==> src/inc/lspf_pkg.sv <==
// Purpose: Shared constants and types for the load switch and power-fail control block.
// Assumes: Core clock of 250 MHz; all analog indications arrive as raw comparator levels.
// Notes:   Switch index 0 is the low-voltage switch, 1 the reverse-blocking, 2 the medium-voltage.

package lspf_pkg;

    // Core clock period and switch count.
    localparam int LSPF_CLK_NS      = 4;
    localparam int LSPF_NUM_SW      = 3;
    localparam int LSPF_IDX_LOW     = 0;
    localparam int LSPF_IDX_REVB    = 1;
    localparam int LSPF_IDX_MEDV    = 2;

    // Timing figures in their own units and the cycle counts derived from them.
    localparam int LSPF_DIP_WINDOW_MS = 5;
    localparam int LSPF_PD_SETTLE_MS  = 500;
    localparam int LSPF_PU_EXTRA_MS   = 1;
    localparam int LSPF_NS_PER_MS     = 1000000;
    localparam int LSPF_DIP_CYCLES    = LSPF_DIP_WINDOW_MS * LSPF_NS_PER_MS / LSPF_CLK_NS;
    localparam int LSPF_PD_CYCLES     = LSPF_PD_SETTLE_MS * LSPF_NS_PER_MS / LSPF_CLK_NS;
    localparam int LSPF_PU_CYCLES     = LSPF_PU_EXTRA_MS * LSPF_NS_PER_MS / LSPF_CLK_NS;

    // Counter widths sized for the documented counts.
    localparam int LSPF_DIP_CNT_W   = 21;
    localparam int LSPF_PD_CNT_W    = 27;
    localparam int LSPF_PU_CNT_W    = 18;

    // Current limit values in milliamps, ascending with the two-bit select code.
    localparam int LSPF_MA_W        = 11;
    localparam logic [10:0] LSPF_RB_LIMIT0_MA = 11'h064;
    localparam logic [10:0] LSPF_RB_LIMIT1_MA = 11'h0C8;
    localparam logic [10:0] LSPF_RB_LIMIT2_MA = 11'h1F4;
    localparam logic [10:0] LSPF_RB_LIMIT3_MA = 11'h3E8;
    localparam logic [10:0] LSPF_MV_LIMIT0_MA = 11'h0FA;
    localparam logic [10:0] LSPF_MV_LIMIT1_MA = 11'h1F4;
    localparam logic [10:0] LSPF_MV_LIMIT2_MA = 11'h2EE;
    localparam logic [10:0] LSPF_MV_LIMIT3_MA = 11'h3E8;

    // Reset values: switches off, every discharge path pulling while the core is held in reset.
    localparam logic [2:0] LSPF_SW_RST   = 3'h0;
    localparam logic [2:0] LSPF_DCHG_RST = 3'h7;

    // Raw analog indications, all active high.
    typedef struct packed {
        logic       powerfail_sense_input;
        logic [2:0] ilim_active;
        logic [2:0] overtemp_shutdown;
        logic       revblock_in_uv;
        logic       bias_uvlo;
        logic       bias_below_fast_floor;
        logic       bias_below_slow_floor;
        logic       bias_above_hyst;
        logic       slow_rise_mode;
    } lspf_sense_type;

    localparam int LSPF_SENSE_W = $bits(lspf_sense_type);

    typedef enum logic [1:0] {
        PU_IDLE,
        PU_WAIT_GOOD,
        PU_EXTRA
    } lspf_pu_state_type;

    // Whole state of the control block.
    typedef struct packed {
        lspf_sense_type             s1;
        lspf_sense_type             s2;
        lspf_sense_type             s3;
        lspf_sense_type             flt;
        logic                       pf_prev;
        logic [2:0]                 shed;
        logic [2:0]                 sw_on;
        logic [2:0]                 dchg;
        logic [2:0]                 ilim_flag;
        logic [2:0]                 fault_flag;
        logic [10:0]                rb_ma;
        logic [10:0]                mv_ma;
        logic                       dip_active;
        logic [LSPF_DIP_CNT_W-1:0]  dip_cnt;
        logic                       pd_start;
        logic                       pd_busy;
        logic [LSPF_PD_CNT_W-1:0]   pd_cnt;
        logic                       off_state;
        lspf_pu_state_type          pu_state;
        logic [LSPF_PU_CNT_W-1:0]   pu_cnt;
        logic                       rail_enable;
    } lspf_state_type;

endpackage : lspf_pkg

==> src/verilog/lspf_ctrl.sv <==
// Purpose: Control of the three current-limited load switches, power-fail shedding,
//          bias undervoltage handling and the power-down / power-up timing hooks.
// Assumes: Single 250 MHz core clock; rst is the core reset raised when bias collapses.
// Notes:   Host control bits arrive as plain levels on the core clock; analog levels are synchronised.

`timescale 1ns/10ps
`default_nettype none

// Summary of operation
// - Each switch follows its own on bit, the low-voltage one only while the sequencer does not own it.
// - Low-voltage switch is driven by the sequencer or by the host.
// - Reverse-blocking and medium-voltage switches obey only the host.
// - Per-switch discharge, off after reset, grounds the output while the switch is off.
// - Power-fail trip turns off every switch whose shed bit is set.
// - A shed switch stays off until the host writes it on again.
// - Current limiting raises that switch's limit flag; the switch stays on.
// - Overtemperature forces a switch off; it returns by itself when cool.
// - Fault flag stands while overtemperature holds the switch off.
// - Reverse-blocking switch limits 100/200/500/1000 mA by two bits, own overcurrent flag.
// - Reverse-blocking switch off while its input is undervoltage, recovers automatically.
// - Reverse-blocking fault flag stands while input undervoltage holds it off.
// - Medium-voltage switch has four limits by its own two-bit field.
// - After reset a power-fail trip changes nothing unless shedding or shutdown is set.
// - With shutdown coupling set, a power-fail trip starts power-down.
// - The power-fail comparator state is not visible at any status output.
// - A bias undervoltage dip starts power-down once it crosses the floor or outlasts the 5 ms window.
// - Core reset switches everything off with all discharge paths on.
// - Fast-rise supply: dip above 2.55 V is tolerated if it recovers within 5 ms.
// - Slow-rise supply: dip above 2.5 V tolerated if above hysteresis within 5 ms.
// - A late rail delays the next enable until good, then 1 ms more.
// - Off state is entered 500 ms after power-down starts.
module lspf_ctrl
    import lspf_pkg::*;
#(
    parameter int                 DIP_CYC    = LSPF_DIP_CYCLES,
    parameter int                 PD_CYC     = LSPF_PD_CYCLES,
    parameter int                 PU_CYC     = LSPF_PU_CYCLES,
    parameter logic [10:0]        MV_LIMIT0  = LSPF_MV_LIMIT0_MA,
    parameter logic [10:0]        MV_LIMIT1  = LSPF_MV_LIMIT1_MA,
    parameter logic [10:0]        MV_LIMIT2  = LSPF_MV_LIMIT2_MA,
    parameter logic [10:0]        MV_LIMIT3  = LSPF_MV_LIMIT3_MA
) (
    input  wire logic             mclk,
    input  wire logic             rst,
    input  wire logic [2:0]       switch_on_bit,
    input  wire logic [2:0]       switch_on_write,
    input  wire logic             seq_owns_low,
    input  wire logic             seq_low_on,
    input  wire logic [2:0]       switch_discharge_enable,
    input  wire logic [2:0]       switch_powerfail_shed_enable,
    input  wire logic             powerfail_shutdown_enable,
    input  wire logic [1:0]       revblock_limit_select,
    input  wire logic [1:0]       medvolt_limit_select,
    input  wire logic             strobe_due,
    input  wire logic             prev_rail_good,
    input  wire lspf_sense_type   sense_in,
    output logic [2:0]            switch_gate,
    output logic [2:0]            switch_discharge_drive,
    output logic [2:0]            switch_current_limit_flag,
    output logic [2:0]            switch_fault_flag,
    output logic [10:0]           revblock_limit_ma,
    output logic [10:0]           medvolt_limit_ma,
    output logic                  powerdown_start,
    output logic                  powerdown_busy,
    output logic                  off_state,
    output logic                  next_rail_enable
);

    lspf_state_type st_q;
    lspf_state_type st_d;

    logic [2:0]              req;
    logic [2:0]              hold_off;
    logic                    pf_rise;
    logic                    dip_floor;
    logic                    dip_recov;
    logic                    dip_fail;
    logic                    pd_go;
    logic [LSPF_SENSE_W-1:0] s2_bits;
    logic [LSPF_SENSE_W-1:0] s3_bits;
    logic [LSPF_SENSE_W-1:0] flt_bits;

    // Picks one 11-bit limit out of four packed entries; entry 0 sits in the low bits.
    function automatic logic [10:0] lspf_limit_ma(input logic [1:0] sel, input logic [43:0] tbl);
        logic [10:0] val;
        val = 11'h000;
        case (sel)
            2'h0: val = tbl[10:0];
            2'h1: val = tbl[21:11];
            2'h2: val = tbl[32:22];
            default: val = tbl[43:33];
        endcase
        return val;
    endfunction : lspf_limit_ma

    // The low-voltage switch goes to the sequencer when it owns that rail; the others see only the host.
    assign req[LSPF_IDX_LOW]  = seq_owns_low ? seq_low_on : switch_on_bit[LSPF_IDX_LOW];
    assign req[LSPF_IDX_REVB] = switch_on_bit[LSPF_IDX_REVB];
    assign req[LSPF_IDX_MEDV] = switch_on_bit[LSPF_IDX_MEDV];

    // Local protection that forces a switch off and lets it return by itself.
    assign hold_off[LSPF_IDX_LOW]  = st_q.flt.overtemp_shutdown[LSPF_IDX_LOW];
    assign hold_off[LSPF_IDX_REVB] = st_q.flt.overtemp_shutdown[LSPF_IDX_REVB]
                                   | st_q.flt.revblock_in_uv;
    assign hold_off[LSPF_IDX_MEDV] = st_q.flt.overtemp_shutdown[LSPF_IDX_MEDV];

    // Edge of the filtered power-fail trip; only the edge couples into power-down.
    assign pf_rise = st_q.flt.powerfail_sense_input & ~st_q.pf_prev;

    // The floor and the recovery level both depend on how fast the bias supply rose.
    assign dip_floor = st_q.flt.slow_rise_mode ? st_q.flt.bias_below_slow_floor
                                               : st_q.flt.bias_below_fast_floor;
    assign dip_recov = st_q.flt.slow_rise_mode ? st_q.flt.bias_above_hyst
                                               : ~st_q.flt.bias_uvlo;

    // A dip fails when it crosses the floor or outlasts the window without recovering.
    assign dip_fail = st_q.dip_active ? (~dip_recov & (dip_floor
                                         | (st_q.dip_cnt == LSPF_DIP_CNT_W'(DIP_CYC - 1))))
                                      : (st_q.flt.bias_uvlo & dip_floor);

    // A second trigger while power-down runs, or in the off state, is ignored.
    assign pd_go = ~st_q.pd_busy & ~st_q.off_state
                 & ((pf_rise & powerfail_shutdown_enable) | dip_fail);

    // Raw sync stages and the filtered level seen as plain vectors for the agreement filter.
    assign s2_bits  = st_q.s2;
    assign s3_bits  = st_q.s3;
    assign flt_bits = st_q.flt;

    // Next state of the whole block.
    always_comb begin
        st_d = st_q;

        // Three-stage synchroniser; a level is taken once stages two and three agree.
        st_d.s1  = sense_in;
        st_d.s2  = st_q.s1;
        st_d.s3  = st_q.s2;
        st_d.flt = lspf_sense_type'((~(s2_bits ^ s3_bits) & s2_bits)
                                  | ((s2_bits ^ s3_bits) & flt_bits));
        st_d.pf_prev = st_q.flt.powerfail_sense_input;

        // Shedding latches while the trip stands; a host write of 1 clears it, but the trip wins.
        st_d.shed = ({3{st_q.flt.powerfail_sense_input}} & switch_powerfail_shed_enable)
                  | (st_q.shed & ~(switch_on_write & switch_on_bit));

        // Gate drive combines the request with shedding and local protection.
        st_d.sw_on = req & ~st_d.shed & ~hold_off;
        st_d.dchg  = switch_discharge_enable & ~st_d.sw_on;

        // Limit flags only mean something while the switch conducts; protection flags while held.
        st_d.ilim_flag  = st_q.flt.ilim_active & st_q.sw_on;
        st_d.fault_flag = hold_off & req;

        // Limit selection, ascending with the code.
        st_d.rb_ma = lspf_limit_ma(revblock_limit_select,
                                   {LSPF_RB_LIMIT3_MA, LSPF_RB_LIMIT2_MA,
                                    LSPF_RB_LIMIT1_MA, LSPF_RB_LIMIT0_MA});
        st_d.mv_ma = lspf_limit_ma(medvolt_limit_select,
                                   {MV_LIMIT3, MV_LIMIT2, MV_LIMIT1, MV_LIMIT0});

        // Bias dip tracking, dropped once power-down has been committed.
        if (pd_go || st_q.pd_busy || st_q.off_state) begin
            st_d.dip_active = 1'b0;
            st_d.dip_cnt    = '0;
        end else if (!st_q.dip_active) begin
            if (st_q.flt.bias_uvlo) begin
                st_d.dip_active = 1'b1;
                st_d.dip_cnt    = '0;
            end
        end else if (dip_recov) begin
            st_d.dip_active = 1'b0;
        end else begin
            st_d.dip_cnt = st_q.dip_cnt + LSPF_DIP_CNT_W'(1);
        end

        // Power-down runs a fixed settle time, whatever the strobe delays are.
        st_d.pd_start = pd_go;
        if (pd_go) begin
            st_d.pd_busy = 1'b1;
            st_d.pd_cnt  = '0;
        end else if (st_q.pd_busy) begin
            if (st_q.pd_cnt == LSPF_PD_CNT_W'(PD_CYC - 1)) begin
                st_d.pd_busy   = 1'b1 ^ 1'b1;
                st_d.off_state = 1'b1;
            end else begin
                st_d.pd_cnt = st_q.pd_cnt + LSPF_PD_CNT_W'(1);
            end
        end else if (strobe_due) begin
            st_d.off_state = 1'b0;
        end

        // Strobe gate: a late rail holds the next enable until good, then one extra wait.
        st_d.rail_enable = 1'b0;
        case (st_q.pu_state)
            PU_IDLE: begin
                if (strobe_due && prev_rail_good) begin
                    st_d.rail_enable = 1'b1;
                end else if (strobe_due) begin
                    st_d.pu_state = PU_WAIT_GOOD;
                end
            end
            PU_WAIT_GOOD: begin
                if (prev_rail_good) begin
                    st_d.pu_state = PU_EXTRA;
                    st_d.pu_cnt   = '0;
                end
            end
            PU_EXTRA: begin
                if (st_q.pu_cnt == LSPF_PU_CNT_W'(PU_CYC - 1)) begin
                    st_d.rail_enable = 1'b1;
                    st_d.pu_state    = PU_IDLE;
                end else begin
                    st_d.pu_cnt = st_q.pu_cnt + LSPF_PU_CNT_W'(1);
                end
            end
            default: begin
                st_d.pu_state = PU_IDLE;
            end
        endcase
    end

    // Core reset opens every switch and turns on every discharge path until released.
    always_ff @(posedge mclk) begin
        if (rst) begin
            st_q      <= '0;
            st_q.sw_on <= LSPF_SW_RST;
            st_q.dchg  <= LSPF_DCHG_RST;
        end else begin
            st_q <= st_d;
        end
    end

    // Outputs come straight from the state; the power-fail level itself is never exported.
    assign switch_gate               = st_q.sw_on;
    assign switch_discharge_drive    = st_q.dchg;
    assign switch_current_limit_flag = st_q.ilim_flag;
    assign switch_fault_flag         = st_q.fault_flag;
    assign revblock_limit_ma         = st_q.rb_ma;
    assign medvolt_limit_ma          = st_q.mv_ma;
    assign powerdown_start           = st_q.pd_start;
    assign powerdown_busy            = st_q.pd_busy;
    assign off_state                 = st_q.off_state;
    assign next_rail_enable          = st_q.rail_enable;
endmodule : lspf_ctrl

`default_nettype wire

==> config.mk <==
export PLATFORM = sky130hd
export DESIGN_NAME = lspf_ctrl
export DESIGN_NICKNAME = d
export VERILOG_FILES = /design/src/inc/lspf_pkg.sv /design/src/verilog/lspf_ctrl.sv
export SDC_FILE = /design/constraint.sdc
export NUM_CORES = 1
export LEC_CHECK = 0
export ABC_AREA = 1
export BUFFER_PORTS_ARGS = -buffer_cell sky130_fd_sc_hd__buf_4
export CORE_MARGIN = 1
export CORE_UTILIZATION = 59
export DETAILED_ROUTE_END_ITERATION = 7
export MAX_ROUTING_LAYER = met4
export PLACE_DENSITY = 0.89
export SLEW_MARGIN = 20
export SYNTH_ARGS = -nofsm -noshare
export SYNTH_HDL_FRONTEND = slang
export SYNTH_SLANG_ARGS = --single-unit
==> constraint.sdc <==
create_clock -name mclk -period 2.3 [get_ports mclk]
set_clock_uncertainty 0.1 [all_clocks]
set_input_delay 0.345 -clock mclk [delete_from_list [all_inputs] [get_ports mclk]]
set_output_delay 0.345 -clock mclk [all_outputs]
set_load 0.02 [all_outputs]
======== Word-level counts from Yosys, hierarchy flattened ========
Index checks and enable logic that the tools add are counted.
storage, ports and cells
  register bits ........................... 163
  bits of input ports ..................... 36
  output and inout bits ................... 38
  word-level logic and storage cells ...... 149
operators by class
  $add $sub $neg .......................... 3
  equal/unequal tests ..................... 16
  multiplexer cells ....................... 27
  bitwise operators ....................... 34
  reductions and logical operators ........ 16
operators by type and width
  kind                                            count
  one-hot mux 10 bit (3 select lines)             2
  two-way mux 28 bit                              2
  two-way mux 22 bit                              2
  one-hot mux 18 bit (2 select lines)             1
  adder 27 x 1 -> 27 bit (second input constant)  1
  == test 27 bit (second input constant)          1
  two-way mux 27 bit                              1
  AND 13 bit                                      2
  AND 3 bit                                       8
  adder 21 x 1 -> 21 bit (second input constant)  1
  == test 21 bit (second input constant)          1
  two-way mux 21 bit                              1
  two-way mux 20 bit                              1
  adder 18 x 1 -> 18 bit (second input constant)  1
  == test 18 bit (second input constant)          1
  two-way mux 18 bit                              1
  NOT 13 bit                                      1
  OR 13 bit                                       1
  bitwise XOR 13 bit                              1
  != test 2 bit (second input constant)           6
  NOT 3 bit                                       4
  two-way mux 1 bit                               11
  NOT 1 bit                                       7
  AND 1 bit                                       6
  16 further kinds                                32

======== Longest topological paths before layout ========
Gate-level depths: netlist of the first run.
  word-level depth ........................ 10
  gate-level depth with buffers ........... 13
  gate-level depth less buffers ........... 12

======== Least setup slack after synthesis of the first run ========
No wires, ideal clock.
  kind .................................... register to register
  start ................................... register st_q[1] (netlist name)
  end ..................................... register st_q[14] (netlist name)
  setup time .............................. 0.117 ns
  arrival time ............................ 1.584 ns
  data required time ...................... 2.083 ns
  path slack .............................. 0.499 ns
  cell stages (with the launch flop) ...... 12
  buffers on the path ..................... 1
  period minus slack after synthesis ...... 1.801 ns
  path through ............................ dfxtp_1 -> ha_1 -> nand2_2 -> nor2_4 -> nand3_1 -> nor2_2 -> nand2_2 -> nand2_2 -> nand2_2 -> buf_2 -> a31oi_1 -> nor2_1
on the way
  word-level cells in the longest chain between the ends .. 3
  elaborated cells between the ends (all ways) .. 6
  those cells by class .................... add/sub: 1; eq/ne: 2; mux: 2; reduce/logical: 1
RTL lines
  what                                                                               RTL line                            source
  from (decl)                                                                        lspf_ctrl.sv:69                     lspf_state_type st_q;
  from (signal assigned)                                                             lspf_ctrl.sv:229                    st_q <= st_d;
  adder 18 x 1 -> 18 bit / == test 18 bit (equally long branches)                    lspf_ctrl.sv:213, lspf_ctrl.sv:209
  two-way mux 18 bit / != test 2 bit (equally long branches)                         -
  one-hot mux 18 bit (2 select lines) / AND reduction 3 bit (equally long branches)  -
Parallel ways exist; a longest one is shown, timed or not. The select of a mux whose other input is x is not followed.
A chain may end at the register's enable or synchronous reset.

======== Worst setup path in the final report of the first run ========
  start ................................... register st_q[1] (netlist name)
  end ..................................... register st_q[6] (netlist name)
Same word-level chain as after synthesis.

==> reports/metrics.yaml, run 1 <==
status:
  outcome: "finished with violations"
  violations: "DRC"
setup_path:
  required_ns: 2.52
  cp_cell_sequence: "ha_1 -> nand2_2 -> nor2_4 -> nand3_1 -> nor2_2 -> nand2_2 -> nand2_2 -> nand2_2 -> nand2_1 -> o21ai_0 -> inv_1 -> nor2_1"
  worstPathArrival_ns: 2.23
  cp_slowest_stage_delay_ns: 0.44
  crit_fanout: 16
  cp-start-kind: "flop"
  worstSetupPathType: "flop to flop"
  cp_slowest_cell: "dfxtp_1"
  end_kind: "flop"
  timing.critical_path.mode_cell: "nand2_2"
drt:
  route.detailed.drc: 2
  vias: 6018
  wl_per_cell_microns: 13.0
  first_pass_iters: 7
  wl_microns: 15200
  drt_iter0_markers: 398
  ant_nets: 0
  viasPerCell: 5.16
power:
  peakVddDrop_uv: 693
  p_leak_nw: 3.33
  p_per_area_nw_per_um2: 736
sta:
  finalSetupTns_ns: 0
  rsz0062_at_grt: "false"
  max_freq_mhz: 496
  setup_viol: 0
  finalMaxSlewViolations: 0
  period_share_pct: 87.7
  period_needed_ns: 2.02
  hold_viol: 0
  slew_headroom_pct: 46.4
  worst_pin_slew_ns: 0.804
placed_design:
  dp_hpwl_microns: 9790
  portBuffers: 68
  gp_congestion: 0.903
layout:
  mostFrequentLayoutCells: "nand2_1, nor2_1, dfxtp_1"
  syn_to_final_growth_pct: 14.0
  layout_commonest_cell: "nand2_1"
  nNetsFinal: 1055
  fill_cells: 858
  final_util_pct: 69.6
  diodes: 0
  drive_gt1_share_pct: 13.6
floorplan:
  dieArea_sq_um: 12300
  top_level_ports: 74
  die_width_microns: 111
  rows: 39
  start_util_pct: 61.0
  dieHeight_microns: 111
  core_sq_um: 11500
logic_synthesis:
  syn_area_sq_um: 7030
  synthArstFlopShare_pct: 0
  ys_seq_elements: 155
  synth_cell_types: 45
  ys_warn_count: 0
  syn_area_per_cell_sq_um: 7.25
  synth_edf_count: 0
  yosysSeqAreaShare_pct: 44.2
  synth-main-ff-cell: "dfxtp_1"
  synth_cells: 969
job:
  cap_violations: 0
global_routing:
  grt_start_max_net_pins: 83
  grt_pass1_wl_microns: 25600
  grt_pass1_vias: 5759
  grtUsageTotal_pct: 26.3
  antenna_found_initial: 0
  grt_overflow_total: 0
clocking:
  clock_sinks: 155
  cts_buffer_depth: 2
  tritoncts: "built"
  clkTransAtPathRegs_ns: 0.07
  insertion_delay_ns: 0.42
  tritoncts.num_buffers: 17
  htree_levels: 4
  cts_root_buf: "clkbuf_16"
min_path:
  hp-class: "primary input to flop"
[sequential cells by signal, indices dropped and copies added, names as in the netlist, named ones only]
register	flops
s3_bits	13
switch_current_limit_flag	3
st_d	13
switch_discharge_drive	3
off_state	1
s2_bits	13
powerdown_start	1
powerdown_busy	1
next_rail_enable	1
revblock_limit_ma	7
st_q	73
switch_gate	3
switch_fault_flag	3
medvolt_limit_ma	7
[area by class of cell]
type	instances	area, sq um	area share [%]
Timing Repair Buffer	75	571	7.12
Clock inverter	12	151	1.89
Multi-Input combinational cell	635	3070	38.4
Clock buffer	20	457	5.70
Tap cell	143	179	2.23
Sequential cell	155	3100	38.7
Inverter	127	477	5.95
[cells in the mapped netlist, types with 4 or more instances]
| library cell | n | share of area (%) |
|---|---|---|
| a21oi_1 | 52 | 3.7 |
| buf_2 | 7 | 0.50 |
| buf_4 | 35 | 3.7 |
| clkbuf_1 | 8 | 0.43 |
| dfxtp_1 | 155 | 44 |
| ha_1 | 8 | 1.4 |
| inv_1 | 122 | 6.5 |
| inv_2 | 4 | 0.21 |
| nand2_1 | 202 | 11 |
| nand2_2 | 7 | 0.62 |
| nand2_4 | 4 | 0.64 |
| nand3_1 | 47 | 3.3 |
| nand4_1 | 17 | 1.5 |
| nor2_1 | 167 | 8.9 |
| nor2_4 | 4 | 0.64 |
| nor3_1 | 38 | 2.7 |
| o21ai_0 | 30 | 2.1 |
| xor2_1 | 19 | 2.4 |
[layer usage]
layer  track usage, %  wire length (microns)  vias to the layer above
met5                -                      0                        -
met4             10.8                    435                        0
met3             6.01                    709                       44
met2             44.7                   7530                      159
met1             29.9                   6500                     2744
li1                 -                      -                     3071
[metrics by stage]
step	cells	area [sq um]	hold WS, ns	power (mW)	setup slack, ns
floorplan	973	7040	0.288	3.01	0.499
global placement	1132	7370	0.289	3.08	0.334
detailed placement	1132	7370	0.295	3.09	0.288
CTS	1167	8010	0.00744	5.93	0.273
global route	1167	8010	0.00743	6.09	0.0320
finish	1167	8010	0.0207	5.90	0.284
[final timing paths]
kind                                   start          to  slack [ns]  cells past startpoint
worst max-delay path                 st_q[1]     st_q[6]        0.28                     12
worst min-delay path            sense_in[12]   st_d[149]        0.02                      3
worst max register to register       st_q[1]     st_q[6]        0.28                     12
worst min register to register     st_d[137]  s2_bits[0]        0.30                      2
[repair_timing]
item / in CTS / in global routing
hold buffers: 3 / 0
gates resized for setup: 0 / 0
hold endpoints to repair: 3 / 0
buffers inserted: 0 / 0
endpoints found under the setup margin: 0 / 0
[cells by family after synthesis]
family          count (synthesis)  share of synthesized area (%)
buf+inv                       183                           12.3
simple gates                  506                           32.0
xor+xnor                       22                           2.74
other cells                     1                         0.0534
flops                         155                           44.2
fa+ha+maj                       8                           1.42
mux                             1                          0.160
compound gates                 93                           7.16
[worst max-delay path: cells and delay by family (launching register included)]
| family | cells | cell delay (ns) |
|---|---|---|
| simple gates | 9 | 0.98 |
| flops | 1 | 0.44 |
| fa+ha+maj | 1 | 0.25 |
| compound gates | 1 | 0.09 |
| buf+inv | 1 | 0.05 |
[power by group]
part           switching [mW]  internal (mW)
sequential             0.0238           2.74
combinational           0.170          0.112
clock                    1.16           1.69
total                    1.36           4.54
Power figures use the tool's default switching activity.
==> inputs of run 2 (changes only) <==
--- a/config.mk
+++ b/config.mk
@@ -9,9 +9,11 @@
 export BUFFER_PORTS_ARGS = -buffer_cell sky130_fd_sc_hd__buf_4
 export CORE_MARGIN = 1
 export CORE_UTILIZATION = 59
+export CTS_CLUSTER_DIAMETER = 150
 export DETAILED_ROUTE_END_ITERATION = 7
 export MAX_ROUTING_LAYER = met4
 export PLACE_DENSITY = 0.89
+export RECOVER_POWER = 50
 export SLEW_MARGIN = 20
 export SYNTH_ARGS = -nofsm -noshare
 export SYNTH_HDL_FRONTEND = slang
==> run 2 against run 1 <==
Net effect: the flow finishes with violations (DRC, capacitance limit, slew limit); worst hold slack got worse by 0.0025 ns; register-to-register slack got worse by 0.02 ns; clock-buffer cell count unchanged; final area decreased by 0.78%; die area unchanged; via count increased by 0.50%; non-clock buffer count unchanged; worst setup slack got worse by 0.023 ns; global-route usage unchanged; critical path type unchanged; critical endpoint is now st_q[13]; largest power group unchanged.
==> reports/metrics.yaml, run 2 (synthesis gave the netlist of run 1 again) <==
setup_path:
  crit_fanout: 13
  required_ns: 2.52
  worstSetupPathType: "flop to flop"
  cp-start-kind: "flop"
  reg2reg_from: "st_q[1]"
  worstPathArrival_ns: 2.26
  end_kind: "flop"
  crit_start: "st_q[1]"
global_routing:
  grt_pass1_wl_microns: 25600
  antenna_found_initial: 0
  grtUsageTotal_pct: 26.3
  grt_overflow_total: 0
  grt_start_max_net_pins: 83
  grt_pass1_vias: 5759
floorplan:
  dieArea_sq_um: 12300
  rows: 39
  die_width_microns: 111
  top_level_ports: 74
  core_sq_um: 11500
  start_util_pct: 61.0
  dieHeight_microns: 111
layout:
  mostFrequentLayoutCells: "nand2_1, nor2_1, dfxtp_1"
  fill_cells: 883
  nNetsFinal: 1055
  diodes: 0
  syn_to_final_growth_pct: 13.1
  top_register: "st_q"
  drive_gt1_share_pct: 12.0
  layout_commonest_cell: "nand2_1"
  largest_reg_flops: 73
sta:
  finalSetupTns_ns: 0
  rsz0062_at_grt: "false"
  hold_viol: 0
  slew_headroom_pct: -5.11
  max_freq_mhz: 491
  period_needed_ns: 2.04
  worst_pin_slew_ns: 1.58
  setup_viol: 0
  period_share_pct: 88.6
  finalMaxSlewViolations: 83
status:
  outcome: "finished with violations"
  violations: "DRC, capacitance limit, slew limit"
clocking:
  clkTransAtPathRegs_ns: 0.07
  tritoncts.num_buffers: 17
  cts_repair_resize_count: 0
  cts_root_buf: "clkbuf_16"
  clock_sinks: 155
  tritoncts: "built"
  insertion_delay_ns: 0.42
  htree_levels: 4
  cts_buffer_depth: 2
drt:
  viasPerCell: 5.18
  wl_microns: 15200
  top_layer_used: "met4"
  vias: 6048
  ant_nets: 0
  dr_wl_met3_microns: 793
  dr_wl_met2_microns: 7540
  route.detailed.drc: 2
  first_pass_iters: 8
  wl_per_cell_microns: 13.0
  m1WireLength_microns: 6480
  drt_iter0_markers: 404
power:
  peakVddDrop_uv: 698
  p_leak_nw: 3.27
  p_per_area_nw_per_um2: 742
  total_power_mw: 5.90
placed_design:
  dp_hpwl_microns: 9790
  portBuffers: 68
  gp_congestion: 0.903
min_path:
  hp-class: "primary input to flop"
  hp-start: "sense_in[12]"
job:
  cap_violations: 1
-- run 2: where the power goes --
group / internal, mW / switching, mW / total, mW
clock: 1.69 / 1.17 / 2.86
combinational: 0.104 / 0.171 / 0.275
sequential: 2.74 / 0.0237 / 2.76
total: 4.53 / 1.36 / 5.90
-- run 2: final timing paths --
check               end  depth (start not counted)  slack [ns]
max            st_q[13]                          9        0.26
min           st_d[149]                          3        0.02
max reg2reg    st_q[13]                          9        0.26
min reg2reg  s2_bits[0]                          2        0.30
-- run 2: final cells by class --
| cell class | count | area, sq um | area share (%) |
|---|---|---|---|
| Inverter | 127 | 477 | 6.00 |
| Clock inverter | 12 | 151 | 1.90 |
| Timing Repair Buffer | 75 | 508 | 6.39 |
| Multi-Input combinational cell | 635 | 3070 | 38.7 |
| Clock buffer | 20 | 457 | 5.75 |
| Sequential cell | 155 | 3100 | 39.0 |
| Tap cell | 143 | 179 | 2.25 |
-- run 2: critical path: stages (launching register included) --
cell and delay (ns):
dfxtp_1 0.44, ha_1 0.25, nand2_2 0.09, nor2_4 0.10, nand3_1 0.09, nor2_2 0.14, nand2_2 0.09, a21boi_4 0.37
nand2_1 0.10, a21oi_1 0.17
-- run 2: what timing repair did --
item | CTS | global route
hold endpoints to repair | 3 | 0
setup buffers | 0 | 0
hold buffers | 3 | 0
-- run 2: routing by layer --
layer	up-vias	GRT usage [%]
met5	-	-
met4	0	10.8
met3	38	6.01
met2	196	44.7
met1	2743	29.9
li1	3071	-
-- run 2: per-stage QoR --
stage	setup WS, ns	util (%)	instance area, sq um	hold slack (ns)	cells
after floorplan	0.499	-	7040	0.288	973
after global placement	0.334	64.0	7370	0.289	1132
after detailed placement	0.288	64.0	7370	0.295	1132
after CTS	0.273	69.6	8010	0.00744	1167
after global routing	0.0320	69.0	7950	0.00743	1167
final	0.261	69.0	7950	0.0182	1167
